**config.mk**
```make
export PLATFORM = sky130hd
export DESIGN_NAME = tcc_channels
export DESIGN_NICKNAME = d
export VERILOG_FILES = /design/src/tcc_pkg.sv /design/src/tcc_channels.sv
export SDC_FILE = /design/constraint.sdc
export NUM_CORES = 1
export LEC_CHECK = 0
export ABC_AREA = 1
export BUFFER_PORTS_ARGS = -buffer_cell sky130_fd_sc_hd__buf_2
export CORE_ASPECT_RATIO = 1.2
export CORE_MARGIN = 2
export CORE_UTILIZATION = 45
export CTS_BUF_LIST = sky130_fd_sc_hd__clkbuf_2 sky130_fd_sc_hd__clkbuf_4 sky130_fd_sc_hd__clkbuf_8
export CTS_CLUSTER_SIZE = 14
export DETAILED_ROUTE_END_ITERATION = 8
export PLACE_DENSITY_LB_ADDON = 0.1
export SLEW_MARGIN = 15
export SYNTH_ARGS = -nofsm -noshare
export SYNTH_HDL_FRONTEND = slang
export SYNTH_SLANG_ARGS = --single-unit
```
**constraint.sdc**
```tcl
create_clock -name pclk -period 3.05 [get_ports pclk]
set_input_delay 0.1525 -clock pclk [delete_from_list [all_inputs] [get_ports pclk]]
set_output_delay 0.1525 -clock pclk [all_outputs]
set_load 0.01 [all_outputs]
```
**src/tcc_pkg.sv**
```systemverilog
/*
  tcc_pkg: register offsets, field positions, reset values and mode codes
  for the two-channel timer capture/compare block.
  assumes an APB slave with 32-bit data, one register per aligned word.
*/
package tcc_pkg;
  // ----------------------------------------------------------------
  // register byte offsets
  // ----------------------------------------------------------------
  localparam logic [7:0] TCC_OFS_CTRL0  = 8'h00;
  localparam logic [7:0] TCC_OFS_VALH0  = 8'h04;
  localparam logic [7:0] TCC_OFS_VALL0  = 8'h08;
  localparam logic [7:0] TCC_OFS_CTRL1  = 8'h0c;
  localparam logic [7:0] TCC_OFS_VALH1  = 8'h10;
  localparam logic [7:0] TCC_OFS_VALL1  = 8'h14;
  // ----------------------------------------------------------------
  // control register field positions
  // ----------------------------------------------------------------
  localparam int TCC_BIT_FLAG = 7;
  localparam int TCC_BIT_IE   = 6;
  localparam int TCC_BIT_MSB  = 5;
  localparam int TCC_BIT_MSA  = 4;
  localparam int TCC_BIT_ELSB = 3;
  localparam int TCC_BIT_ELSA = 2;
  localparam int TCC_BIT_TOV  = 1;
  localparam int TCC_BIT_MAX  = 0;
  // ----------------------------------------------------------------
  // reset values and codes
  // ----------------------------------------------------------------
  localparam logic [7:0] TCC_CTRL_RST = 8'h00;
  localparam logic [1:0] TCC_ELS_OFF  = 2'h0;
  localparam logic [1:0] TCC_ELS_TGL  = 2'h1;
  localparam logic [1:0] TCC_ELS_CLR  = 2'h2;
  localparam logic [1:0] TCC_ELS_SET  = 2'h3;
  localparam logic [15:0] TCC_CNT_RST = 16'h0000;
endpackage

```
**src/tcc_channels.sv**
```systemverilog
/*
  tcc_channels: both channels of a 16-bit timer, input capture, output
  compare and pwm (buffered and unbuffered), with apb register access.
  assumes the shared counter value and its overflow pulse come from
  logic on pclk; the capture pins come from outside and are synchronised.
*/
// The register offsets and the APB interface to the registers were left to the implementer.
// Overview of operation
// - capture mode: active edge on pin sets the channel event flag
// - compare mode: counter equal to channel value sets the event flag
// - flag clears by read while set then write 0; new event wins
// - writing 1 to flag does nothing; reset clears flag
// - irq raised when flag and enable both set; reset clears enable
// - buffered select bit exists only in channel 0 control
// - buffered select disables channel 1 control, frees channel 1 pin
// - buffered mode runs buffered compare/pwm with edge/level pin action
// - nonzero edge/level: mode-a 1 is compare/pwm, 0 is capture
// - edge/level 00: mode-a sets initial level, 1 low, 0 high
// - capture edges: 01 rising, 10 falling, 11 either
// - compare action: 01 toggle, 10 low, 11 high
// - edge/level 00 disconnects channel, pin is general-purpose
// - toggle-on-wrap toggles pin on overflow in compare mode only
// - overflow action beats compare action when both coincide
// - full-duty force with toggle-on-wrap 0 forces 100% pwm duty
// - full-duty change takes effect from next pwm period
// - value registers hold capture or compare value, undefined at reset
// - capture: high byte read blocks captures until low byte read
// - compare: high byte write blocks compares until low byte written
// - overflow is counter rolling to zero after modulo value
`timescale 1ns/100ps
module tcc_channels
  import tcc_pkg::*;
(
  // clock and reset
  input  wire logic        pclk,
  input  wire logic        presetn,
  // apb slave
  input  wire logic        psel,
  input  wire logic        penable,
  input  wire logic        pwrite,
  input  wire logic [7:0]  paddr,
  input  wire logic [31:0] pwdata,
  output logic      [31:0] prdata,
  output logic             pready,
  output logic             pslverr,
  // shared counter
  input  wire logic [15:0] count_value,
  input  wire logic        count_wrap,
  // channel pins
  input  wire logic [1:0]  channel_port_pin_in,
  output logic      [1:0]  channel_port_pin_out,
  output logic      [1:0]  channel_port_pin_oe,
  output logic      [1:0]  channel_pin_owned,
  // interrupt requests
  output logic      [1:0]  channel_irq
);
  import tcc_pkg::*;

  // ----------------------------------------------------------------
  // state
  // ----------------------------------------------------------------
  logic [7:0]  ctrl [2];
  logic [15:0] value [2];
  logic [1:0]  flag_armed;
  logic [1:0]  cap_block;
  logic [1:0]  cmp_block;
  logic [1:0]  pin_s1;
  logic [1:0]  pin_s2;
  logic [1:0]  pin_d;
  logic [1:0]  pin_lvl;
  logic [1:0]  max_live;

  // ----------------------------------------------------------------
  // apb decode
  // ----------------------------------------------------------------
  function automatic logic at_ofs(input logic [7:0] a, input logic [7:0] ofs);
    return a == ofs;
  endfunction

  wire       acc    = psel & penable & pready;
  wire       wr     = acc & pwrite;
  wire       rd     = acc & ~pwrite;
  wire       hit_c0 = at_ofs(paddr, TCC_OFS_CTRL0);
  wire       hit_h0 = at_ofs(paddr, TCC_OFS_VALH0);
  wire       hit_l0 = at_ofs(paddr, TCC_OFS_VALL0);
  wire       hit_c1 = at_ofs(paddr, TCC_OFS_CTRL1);
  wire       hit_h1 = at_ofs(paddr, TCC_OFS_VALH1);
  wire       hit_l1 = at_ofs(paddr, TCC_OFS_VALL1);
  wire       mapped = hit_c0 | hit_h0 | hit_l0 | hit_c1 | hit_h1 | hit_l1;
  wire       buf_on = ctrl[0][TCC_BIT_MSB];
  wire [1:0] hit_c  = {hit_c1 & ~buf_on, hit_c0};
  wire [1:0] hit_h  = {hit_h1, hit_h0};
  wire [1:0] hit_l  = {hit_l1, hit_l0};

  // ----------------------------------------------------------------
  // per-channel decode
  // ----------------------------------------------------------------
  logic [1:0] els [2];
  logic [1:0] active;
  logic [1:0] is_cap;
  logic [1:0] is_cmp;
  logic [1:0] rise;
  logic [1:0] fall;
  logic [1:0] cap_evt;
  logic [1:0] match;
  logic [1:0] cmp_evt;
  logic [1:0] evt;
  logic [1:0] clr_ok;
  logic [7:0] rd_ctrl [2];

  always_comb begin
    for (int i = 0; i < 2; i++) begin
      els[i]    = {ctrl[i][TCC_BIT_ELSB], ctrl[i][TCC_BIT_ELSA]};
      active[i] = (els[i] != TCC_ELS_OFF) & ~(i == 1 && buf_on);
      is_cap[i] = active[i] & ~ctrl[i][TCC_BIT_MSA] & ~((i == 0) & buf_on);
      is_cmp[i] = active[i] & ~is_cap[i];
      rise[i]   = pin_s2[i] & ~pin_d[i];
      fall[i]   = ~pin_s2[i] & pin_d[i];
      cap_evt[i] = is_cap[i] & ~cap_block[i] &
                   ((els[i][0] & rise[i]) | (els[i][1] & fall[i]));
      match[i]   = count_value == value[i];
      cmp_evt[i] = is_cmp[i] & ~cmp_block[i] & match[i];
      evt[i]     = cap_evt[i] | cmp_evt[i];
      clr_ok[i]  = wr & hit_c[i] & ~pwdata[TCC_BIT_FLAG] & flag_armed[i];
      rd_ctrl[i] = ctrl[i];
    end
    rd_ctrl[0][TCC_BIT_MSB] = buf_on;
    rd_ctrl[1][TCC_BIT_MSB] = 1'b0;
  end

  // ----------------------------------------------------------------
  // pin action per channel
  // ----------------------------------------------------------------
  function automatic logic pin_next(input logic cur, input logic [1:0] e,
                                    input logic cmp, input logic wrap,
                                    input logic tov, input logic force_hi);
    logic r;
    r = cur;
    if (tov && wrap) begin
      r = ~cur;
    end else if (force_hi) begin
      r = 1'b1;
    end else if (cmp) begin
      unique case (e)
        TCC_ELS_TGL: r = ~cur;
        TCC_ELS_CLR: r = 1'b0;
        TCC_ELS_SET: r = 1'b1;
        default:     r = cur;
      endcase
    end
    return r;
  endfunction

  // ----------------------------------------------------------------
  // next pin level and full-duty latch
  // ----------------------------------------------------------------
  logic [1:0] next_lvl;
  logic [1:0] next_max;
  logic [1:0] cmp_hit;

  always_comb begin
    for (int i = 0; i < 2; i++) begin
      next_max[i] = count_wrap ? ctrl[i][TCC_BIT_MAX] & ~ctrl[i][TCC_BIT_TOV]
                               : max_live[i];
      cmp_hit[i]  = is_cmp[i] & ~cmp_block[i] & match[i];
      if (!active[i]) begin
        next_lvl[i] = ~ctrl[i][TCC_BIT_MSA];
      end else if (is_cmp[i]) begin
        next_lvl[i] = pin_next(pin_lvl[i], els[i], cmp_hit[i], count_wrap,
                               ctrl[i][TCC_BIT_TOV], max_live[i]);
      end else begin
        next_lvl[i] = pin_lvl[i];
      end
    end
  end

  // ----------------------------------------------------------------
  // pin synchroniser
  // ----------------------------------------------------------------
  always_ff @(posedge pclk or negedge presetn) begin
    if (!presetn) begin
      pin_s1 <= 2'h0;
      pin_s2 <= 2'h0;
      pin_d  <= 2'h0;
    end else begin
      pin_s1 <= channel_port_pin_in;
      pin_s2 <= pin_s1;
      pin_d  <= pin_s2;
    end
  end

  // ----------------------------------------------------------------
  // control and flags
  // ----------------------------------------------------------------
  always_ff @(posedge pclk or negedge presetn) begin
    if (!presetn) begin
      ctrl[0]    <= TCC_CTRL_RST;
      ctrl[1]    <= TCC_CTRL_RST;
      flag_armed <= 2'h0;
    end else begin
      for (int i = 0; i < 2; i++) begin
        if (wr && hit_c[i]) begin
          ctrl[i][6:0] <= pwdata[6:0];
          if (i == 1) begin
            ctrl[i][TCC_BIT_MSB] <= 1'b0;
          end
        end
        if (evt[i]) begin
          ctrl[i][TCC_BIT_FLAG] <= 1'b1;                   // set wins
          flag_armed[i]         <= 1'b0;
        end else if (clr_ok[i]) begin
          ctrl[i][TCC_BIT_FLAG] <= 1'b0;
          flag_armed[i]         <= 1'b0;
        end else if (rd && hit_c[i] && ctrl[i][TCC_BIT_FLAG]) begin
          flag_armed[i] <= 1'b1;
        end
      end
    end
  end

  // ----------------------------------------------------------------
  // channel value registers, no reset on data
  // ----------------------------------------------------------------
  always_ff @(posedge pclk) begin
    for (int i = 0; i < 2; i++) begin
      if (cap_evt[i]) begin
        value[i] <= count_value;
      end else begin
        if (wr && hit_h[i]) begin
          value[i][15:8] <= pwdata[7:0];
        end
        if (wr && hit_l[i]) begin
          value[i][7:0] <= pwdata[7:0];
        end
      end
    end
  end

  // ----------------------------------------------------------------
  // coupled byte access blocks
  // ----------------------------------------------------------------
  always_ff @(posedge pclk or negedge presetn) begin
    if (!presetn) begin
      cap_block <= 2'h0;
      cmp_block <= 2'h0;
    end else begin
      for (int i = 0; i < 2; i++) begin
        if (rd && hit_l[i]) begin
          cap_block[i] <= 1'b0;
        end else if (rd && hit_h[i] && is_cap[i]) begin
          cap_block[i] <= 1'b1;
        end
        if (wr && hit_l[i]) begin
          cmp_block[i] <= 1'b0;
        end else if (wr && hit_h[i] && ~is_cap[i]) begin
          cmp_block[i] <= 1'b1;
        end
      end
    end
  end

  // ----------------------------------------------------------------
  // pin level and outputs
  // ----------------------------------------------------------------
  always_ff @(posedge pclk or negedge presetn) begin
    if (!presetn) begin
      pin_lvl              <= 2'h3;
      channel_port_pin_out <= 2'h0;
    end else begin
      pin_lvl              <= next_lvl;
      channel_port_pin_out <= next_lvl;
    end
  end

  // ----------------------------------------------------------------
  // full-duty latch
  // ----------------------------------------------------------------
  always_ff @(posedge pclk or negedge presetn) begin
    if (!presetn) begin
      max_live <= 2'h0;
    end else begin
      max_live <= next_max;
    end
  end

  // ----------------------------------------------------------------
  // pin ownership
  // ----------------------------------------------------------------
  always_ff @(posedge pclk or negedge presetn) begin
    if (!presetn) begin
      channel_port_pin_oe <= 2'h0;
      channel_pin_owned   <= 2'h0;
    end else begin
      channel_port_pin_oe <= is_cmp;
      channel_pin_owned   <= active;
    end
  end

  // ----------------------------------------------------------------
  // interrupt requests
  // ----------------------------------------------------------------
  always_ff @(posedge pclk or negedge presetn) begin
    if (!presetn) begin
      channel_irq <= 2'h0;
    end else begin
      for (int i = 0; i < 2; i++) begin
        channel_irq[i] <= ctrl[i][TCC_BIT_FLAG] & ctrl[i][TCC_BIT_IE] &
                          ~((i == 1) & buf_on);
      end
    end
  end

  // ----------------------------------------------------------------
  // apb read data
  // ----------------------------------------------------------------
  logic [7:0] next_rd;

  always_comb begin
    next_rd = 8'h00;
    if (hit_c0) next_rd = rd_ctrl[0];
    if (hit_c1) next_rd = buf_on ? 8'h00 : rd_ctrl[1];
    if (hit_h0) next_rd = value[0][15:8];
    if (hit_l0) next_rd = value[0][7:0];
    if (hit_h1) next_rd = value[1][15:8];
    if (hit_l1) next_rd = value[1][7:0];
  end

  always_ff @(posedge pclk or negedge presetn) begin
    if (!presetn) begin
      prdata  <= 32'h0000_0000;
      pready  <= 1'b0;
      pslverr <= 1'b0;
    end else begin
      prdata  <= {24'h00_0000, next_rd};
      pready  <= psel & ~penable;
      pslverr <= psel & ~penable & ~mapped;
    end
  end
endmodule

```
### Word level (Yosys, flattened, before mapping)

Memory sizes are Yosys's and may differ from the RTL's.
Index checks and enable logic that the tools add are counted.

* bits in registers: 49
* RAM bits: 32
* input bits: 64
* output and inout port bits: 42
* memories: 1
* word-level logic and storage cells: 198

Memory list
* value: depth 2, width 16, read ports 2, clocked after memory_dff 0, wr ports 2, RTL line tcc_channels.sv:63 `logic [15:0] value [2];`

* muxes and demuxes: 57
* reduce and logical (&&, ||, !) cells: 31
* bitwise gates (word level): 74
* equality and inequality tests: 13

Operators with widths (count)
* $mux 8: 11
* $mux 1: 44
* $and 1x1->1: 40
* $eq 16x16->1: 2
* $not 1->1: 21
* $logic_and 1x1->1: 20
* $eq 8x4->1 const B: 2
* $eq 8x5->1 const B: 2
* $reduce_bool 2->1: 8
* $or 1x1->1: 13
* $eq 2x2->1 const B: 4
* $eq 8x3->1 const B: 1
* $logic_not 8->1: 1
* $pmux 1 s3: 2
* $reduce_bool 3->1: 2
* $eq 2x1->1 const B: 2

### Depth between registers and ports, before layout

Gate-level depths: netlist (run 1).

* word-level depth: 12
* mapped depth: 12
* mapped depth without buffers: 11

### Worst setup path after synthesis (run 1)

OpenSTA, ideal clock, no wires.

* path kind: reg-to-reg
* from: reg pready
* to: mem value[0][0] (enable)
* cell stages (with the launch flop): 5
* clock period less this slack: 1813 ps
* setup time: 384 ps
* buffers on the path: 0
* path slack: 1237 ps
* data required time: 2666 ps
* data arrival time: 1429 ps
* cell sequence: dfrtp_1 > nand3_2 > nor2_2 > inv_1 > o21ai_0

RTL lines
* start: declaration: RTL line tcc_channels.sv:44 `output logic pready,`
* start signal: assignment: RTL line tcc_channels.sv:335 `pready <= psel & ~penable;`
* end: declaration: RTL line tcc_channels.sv:63

==> impl_metrics.py, run 1 <==
metrics = {
    "setup_path": {
        "start_kind": "flop",
        "reg2reg_slack_ps": 1040,
        "worstPathMaxFanout": 16,
        "worstPathRequired_ps": 3160,
        "r2r-start": "buf_on",
        "arrival_ps": 2110,
        "reg2regPathDepth": 6,
        "worst-setup-path-type": "flop to flop",
        "end_kind": "flop",
        "rr_endpoint": "value[1][11]",
    },
    "global_routing": {
        "grt_pass1_wl_mm": 17.7,
        "grt_pass1_vias": 3455,
        "grt_max_degree": 29,
        "antenna_found_initial": 0,
        "grtUsageTotal_pct": 22.9,
        "grt_overflow": 0,
    },
    "yosys": {
        "ys_types": 38,
        "async_flop_share_pct": 60.5,
        "seq_area_frac_synth_pct": 50.6,
        "syn-instance-count": 502,
        "avgSynthCellArea_sq_um": 8.62,
        "ys.flop_type": "dfrtp_1",
        "synth_edf_count": 32,
        "yosysWarnings": 0,
        "synth_seq_cells": 81,
        "netlist_area_sq_mm": 0.00433,
    },
    "finish": {
        "area_growth_syn_to_layout_pct": 12.1,
        "fin_nets": 635,
        "multiInputGateArea_sq_mm": 0.00176,
        "layout_commonest_cell": "nand2_1",
        "regArea_sq_mm": 0.00219,
        "layout_common_cells": "nand2_1, buf_2, inv_1",
        "drive_gt1_share_pct": 20.0,
        "design_area_sq_mm": 0.00485,
        "num_antenna_cells": 0,
        "n_fill_cell": 942,
    },
    "detailed_routing": {
        "routed-via-count": 3588,
        "ant_nets": 0,
        "drt_iter0_markers": 219,
        "wirelength_mm": 11.4,
        "firstDrtPassIters": 5,
        "wl_per_cell_microns": 16.3,
        "drc": 0,
        "viasPerCell": 5.13,
    },
    "timing": {
        "min_period_ps": 2010,
        "rsz0062_at_grt": "no",
        "finalSetupViolCount": 0,
        "post-route-period-util_pct": 65.8,
        "relSlewSlack_pct": 57.8,
        "max_freq_mhz": 499,
        "hold_viol": 0,
        "slew_violations": 0,
        "worstMarginPinSlew_ps": 633,
        "skew_ps": 11.6,
        "tns_ps": 0,
    },
    "status": {
        "status": "completed",
    },
    "min_path": {
        "hold_path_end": "pready",
        "hold_depth": 3,
        "holdCritPathClass": "input port to flop",
        "min-delay-start": "psel",
    },
    "clock_network": {
        "cts_tree": "yes",
        "clockRootBuffer": "clkbuf_8",
        "cts_max_level": 3,
        "clk_pin_slew_ps": 90,
        "clk_latency_ps": 370,
        "cts_resized": 0,
        "clk_path_buf_depth": 2,
        "cts.sinks": 81,
        "numCtsBuffers": 9,
    },
    "power": {
        "p_sw_share_pct": 25.0,
        "clock_power_share_pct": 34.8,
        "p_sw_w": 0.000499,
        "seqPwrFrac_pct": 57.3,
        "power_density_mw_per_mm2": 412,
        "p_leak_nw": 2.34,
        "internal-power_w": 0.00150,
        "p_comb_share_pct": 7.9,
        "max-vdd-ir-drop_mv": 0.302,
    },
    "floorplan": {
        "rows": 39,
        "ios": 106,
        "coreArea_sq_mm": 0.00942,
        "die_width_microns": 93.5,
        "die-area_sq_mm": 0.0104,
        "initial_utilization_pct": 45.9,
        "fp.dieH_microns": 111,
    },
    "placed_design": {
        "io_buffers": 57,
        "gp_congestion": 0.903,
        "placed_area_sq_mm": 0.00465,
        "dp_hpwl_mm": 8.60,
    },
    "run": {
        "drv_cap": 0,
    },
}
## area by class of cell
type	instances	area share (%)
timing repair buffer	67	7.64
sequential	81	45.1
multi-input combinational	354	36.2
inverter	58	4.49
tap	123	3.17
clock buffer	11	2.86
clock inverter	5	0.464
## through the flow
stage	worst slack, ps	power [W]	hold slack [ps]	instances	util (%)
2_1_floorplan	1240	0.00127	-143	525	-
3_3_place_gp	1120	0.00132	215	679	49.4
3_5_place_dp	1030	0.00132	220	679	49.4
4_1_cts	1090	0.00200	20.3	699	51.5
5_1_grt	921	0.00206	36.5	699	51.5
6_report	1040	0.00200	17.9	699	51.5
## routing by layer
metal	track usage, %	wire, microns	vias to the layer above
met1	29.4	4770	1694
met5	0	0	-
met2	38.5	5630	128
met3	3.18	677	25
met4	9.80	331	0
li1	-	-	1741
## logic make-up after synthesis
group | count (synthesis) | share of synthesized area, %
AOI/OAI and AO/OA | 92 | 12.6
xor gates and xnor gates | 15 | 3.04
buffers and inverters | 90 | 10.8
DFF | 81 | 50.6
muxes | 2 | 0.463
other | 1 | 0.0867
and+or+nand+nor | 221 | 22.4
## worst max path at each step
stage               slack, ps     start      endpoint
CTS                      1090    buf_on  value[1][11]
global route              920    buf_on  value[1][11]
detailed placement       1030  paddr[5]       ctrl[7]
global placement         1120    buf_on  value[1][14]
finish                   1040    buf_on  value[1][11]
floorplan                1240    pready   value[0][0]
## critical path, stage by stage, from the launching register on
cell	delay (ps)
dfrtp_1	400
inv_2	230
o21ai_2	180
nor2_1	160
nand3b_1	260
nand2_2	370
o21ai_0	140
## flip-flops by register name, indices dropped and copies added (netlist names), 2 cells and up
register and cells:
cap_block 2, channel_irq 2, channel_pin_owned 2, channel_port_pin_oe 2, channel_port_pin_out 2, cmp_block 2
ctrl 14, flag_armed 2, max_live 2, pin_d 2, pin_lvl 2, pin_s1 2
pin_s2 2, prdata 8, value 32
## cells in the mapped netlist (all sizes together) (2+ instances only)
library cell,instances,share of area [%]
xor2,3,0.61
buf,32,5.7
a211oi,2,0.35
edfxtp,32,22
o2111ai,5,1.0
mux2i,2,0.46
or2,3,0.43
nand2,145,13
nand4,6,0.87
a21oi,15,1.7
nor2,39,3.8
nor4,2,0.29
a31oi,2,0.29
o22ai,4,0.58
xnor2,12,2.4
nor3,6,1.1
dfrtp,47,27
dfstp,2,1.2
o21ai,61,8.1
inv,58,5.0
nand3,19,2.4
## timing repair
item | CTS | global route
hold buffers | 4 | 0
buffers inserted | 0 | 0
hold endpoints to repair | 30 | 0
## power by group through the flow
stage | Clock (W) | Sequential, W | Combinational [W]
finish | 0.000694 | 0.00114 | 0.000158
global route | 0.000741 | 0.00115 | 0.000178
CTS | 0.000702 | 0.00114 | 0.000159
detailed placement | 0 | 0.00117 | 0.000155
global placement | 0 | 0.00117 | 0.000151
floorplan | 0 | 0.00117 | 0.0000990
Note: power is estimated with default switching activity, not from simulation.
==> run 2: changes to the inputs <==
--- a/config.mk
+++ b/config.mk
@@ -5,7 +5,7 @@
 export SDC_FILE = /design/constraint.sdc
 export NUM_CORES = 1
 export LEC_CHECK = 0
-export ABC_AREA = 1
+export ABC_AREA = 0
 export BUFFER_PORTS_ARGS = -buffer_cell sky130_fd_sc_hd__buf_2
 export CORE_ASPECT_RATIO = 1.2
 export CORE_MARGIN = 2
==> constraint.sdc (replaced) <==
create_clock -name pclk -period 1.8 [get_ports pclk]
set_input_delay 0.09 -clock pclk [delete_from_list [all_inputs] [get_ports pclk]]
set_output_delay 0.09 -clock pclk [all_outputs]
set_load 0.01 [all_outputs]
==> run 2 against run 1 <==
  * Critical path type unchanged
  * Count of clock-buffer cells in the layout rose by 1
  * The flow now finishes with violations (setup timing)
  * Sequential cell count unchanged
  * Total power rose by 75%
  * First-iteration DRC count shrank 39%
  * Core utilization grew 8.0 points
==> impl_metrics.py, run 2 <==
metrics = {
    "timing": {
        "min_period_ps": 1980,
        "post-route-period-util_pct": 110,
        "tns_ps": -432,
        "finalWorstSetupSlack_ps": -180,
        "relSlewSlack_pct": 58.2,
        "max_freq_mhz": 505,
        "whs_ps": 26.9,
        "hold_viol": 0,
        "rsz0062_at_grt": "yes",
        "finalSetupViolCount": 4,
        "slew_violations": 0,
        "worstMarginPinSlew_ps": 626,
        "skew_ps": 7.66,
    },
    "power": {
        "p_leak_nw": 2.57,
        "max-vdd-ir-drop_mv": 0.560,
        "total_power_w": 0.00350,
        "power_density_mw_per_mm2": 618,
    },
    "finish": {
        "layout_commonest_cell": "buf_4",
        "finalNonFillerCells": 638,
        "top_register": "value",
        "num_antenna_cells": 0,
        "largest_register_ff_count": 32,
        "drive_gt1_share_pct": 45.0,
        "fin_nets": 574,
        "reg_top3": "value: 32 flops, ctrl: 14 flops, prdata: 8 flops",
        "n_fill_cell": 842,
        "layout_common_cells": "buf_4, buf_2, dfrtp_1",
        "area_growth_syn_to_layout_pct": 29.5,
        "design_area_sq_mm": 0.00567,
    },
    "global_routing": {
        "grt_overflow": 0,
        "grt_pass1_wl_mm": 18.1,
        "grt_pass1_vias": 3343,
        "grt_max_degree": 50,
        "grtUsageTotal_pct": 23.3,
        "antenna_found_initial": 0,
    },
    "yosys": {
        "synth_top_family_by_area": "multiplexers",
        "synth_compound_area_share_pct": 8.75,
        "yosys.area.top_type": "dfrtp_1",
        "synth_common_cells": "dfrtp_1, mux2_2, edfxtp_1",
        "synth_mux_area_share_pct": 14.7,
        "synth-xor-area-share_pct": 6.41,
        "ys.flop_type": "dfrtp_1",
        "synthAdderAreaFrac_pct": 0,
        "syn-instance-count": 374,
        "ys_top_cells_by_area": "dfrtp_1, edfxtp_1, mux2_2, buf_4, xor2_1",
        "async_flop_share_pct": 60.5,
        "avgSynthCellArea_sq_um": 11.7,
        "synth_top_area_share_pct": 26.9,
        "seq_area_frac_synth_pct": 50.1,
        "synth_most_common_cell": "dfrtp_1",
        "synth_edf_count": 32,
        "synth_seq_cells": 81,
        "ys_types": 60,
        "netlist_area_sq_mm": 0.00437,
        "synthSimpleGateAreaFrac_pct": 13.7,
        "yosysWarnings": 0,
    },
    "detailed_routing": {
        "ant_nets": 0,
        "drt_iter0_markers": 134,
        "routed-via-count": 3346,
        "drc": 0,
        "wirelength_mm": 11.6,
        "wl_per_cell_microns": 18.2,
        "viasPerCell": 5.24,
        "firstDrtPassIters": 4,
    },
    "floorplan": {
        "fp.dieH_microns": 112,
        "rows": 39,
        "coreArea_sq_mm": 0.00952,
        "initial_utilization_pct": 46.0,
        "die_width_microns": 94,
        "die-area_sq_mm": 0.0105,
        "ios": 106,
    },
    "setup_path": {
        "reg2reg_slack_ps": -180,
        "end_kind": "flop",
        "arrival_ps": 2250,
        "worst-setup-path-type": "flop to flop",
        "path_cells": "xnor2_2 > nand3_1 > or4_4 > or4b_4 > o211ai_1",
        "start_kind": "flop",
        "worstPathRequired_ps": 2070,
        "cpMaxStageDelayCell": "or4_4",
        "max_stage_delay_ps": 550,
        "worstPathMaxFanout": 2,
        "reg2regPathDepth": 5,
    },
    "clock_network": {
        "clk_path_buf_depth": 2,
        "cts_tree": "yes",
        "numCtsBuffers": 9,
        "cts.sinks": 81,
        "clockRootBuffer": "clkbuf_8",
        "clk_pin_slew_ps": 80,
        "clk_latency_ps": 360,
        "cts_max_level": 3,
    },
    "placed_design": {
        "dp_cells": 604,
        "dp_hpwl_mm": 8.84,
        "io_buffers": 57,
        "placed_area_sq_mm": 0.00520,
        "gp_congestion": 0.909,
    },
    "min_path": {
        "hold_depth": 2,
        "holdCritPathClass": "input port to flop",
    },
    "status": {
        "status": "complete, but fails checks",
        "violations": "setup timing",
    },
    "run": {
        "drv_cap": 0,
    },
}
-- run 2: worst paths after layout --
kind / from / endpoint
max reg2reg: value[0][6] / channel_port_pin_out[0]
min: count_wrap / max_live[1]
max: value[0][6] / channel_port_pin_out[0]
min in group asynchronous: presetn / max_live[1]
max in group asynchronous: presetn / ctrl[3]
min reg2reg: pin_s1[1] / pin_s2[1]
-- run 2: logic make-up (layout without fill, tap and decap cells) --
| kind of cell | after synthesis | in the layout |
|---|---|---|
| XOR/XNOR | 32 | 32 |
| AND/OR/NAND/NOR | 102 | 102 |
| other | 1 | 24 |
| AO/OA/AOI/OAI | 61 | 61 |
| multiplexers | 52 | 52 |
| buffers and inverters | 45 | 163 |
| flip-flops | 81 | 81 |
-- run 2: final cells by class --
cell class,instances,area (sq um),area share (%)
repair buffers,136,943,16.7
flip-flops and latches,81,2190,38.7
inverters,11,41.3,0.729
clock inverters,4,20.0,0.353
well taps,123,154,2.72
clock buffers,12,153,2.69
multi-input cells,271,2160,38.2
-- run 2: through the flow --
step | worst slack (ps) | utilization [%]
6_report | -180 | 59.5
5_1_grt | -249 | 59.5
4_1_cts | -192 | 58.4
3_5_place_dp | -398 | 54.6
3_3_place_gp | -378 | 54.6
2_1_floorplan | -432 | -
-- run 2: worst max-delay path, delay by kind of cell, from the launching register on --
kind | cells | cell delay, ps
AO/OA/AOI/OAI | 1 | 120
AND/OR/NAND/NOR | 3 | 1140
XOR/XNOR | 1 | 200
flip-flops | 1 | 430
-- run 2: where the power goes --
| part | switching [W] | total (W) | internal, W |
|---|---|---|---|
| sequential | 0.00000866 | 0.00194 | 0.00193 |
| combinational | 0.000203 | 0.000348 | 0.000145 |
| clock | 0.000653 | 0.00121 | 0.000561 |
| total | 0.000864 | 0.00350 | 0.00264 |
-- run 2: timing repair --
action | in CTS | in global routing
pin swaps | 12 | 10
endpoints found under the setup margin | 15 | 48
hold buffers | 5 | 0
endpoints found under the hold margin | 50 | 0
gates cloned | 0 | 0
setup buffers | 7 | 7
gates resized for setup | 17 | 14
-- run 2: layer usage --
layer	wire length (microns)	up-vias	GRT usage, %
met3	341	15	2.98
met4	202	0	8.79
met5	0	-	0
met2	6180	74	39.9
li1	-	1584	-
met1	4920	1673	30.0
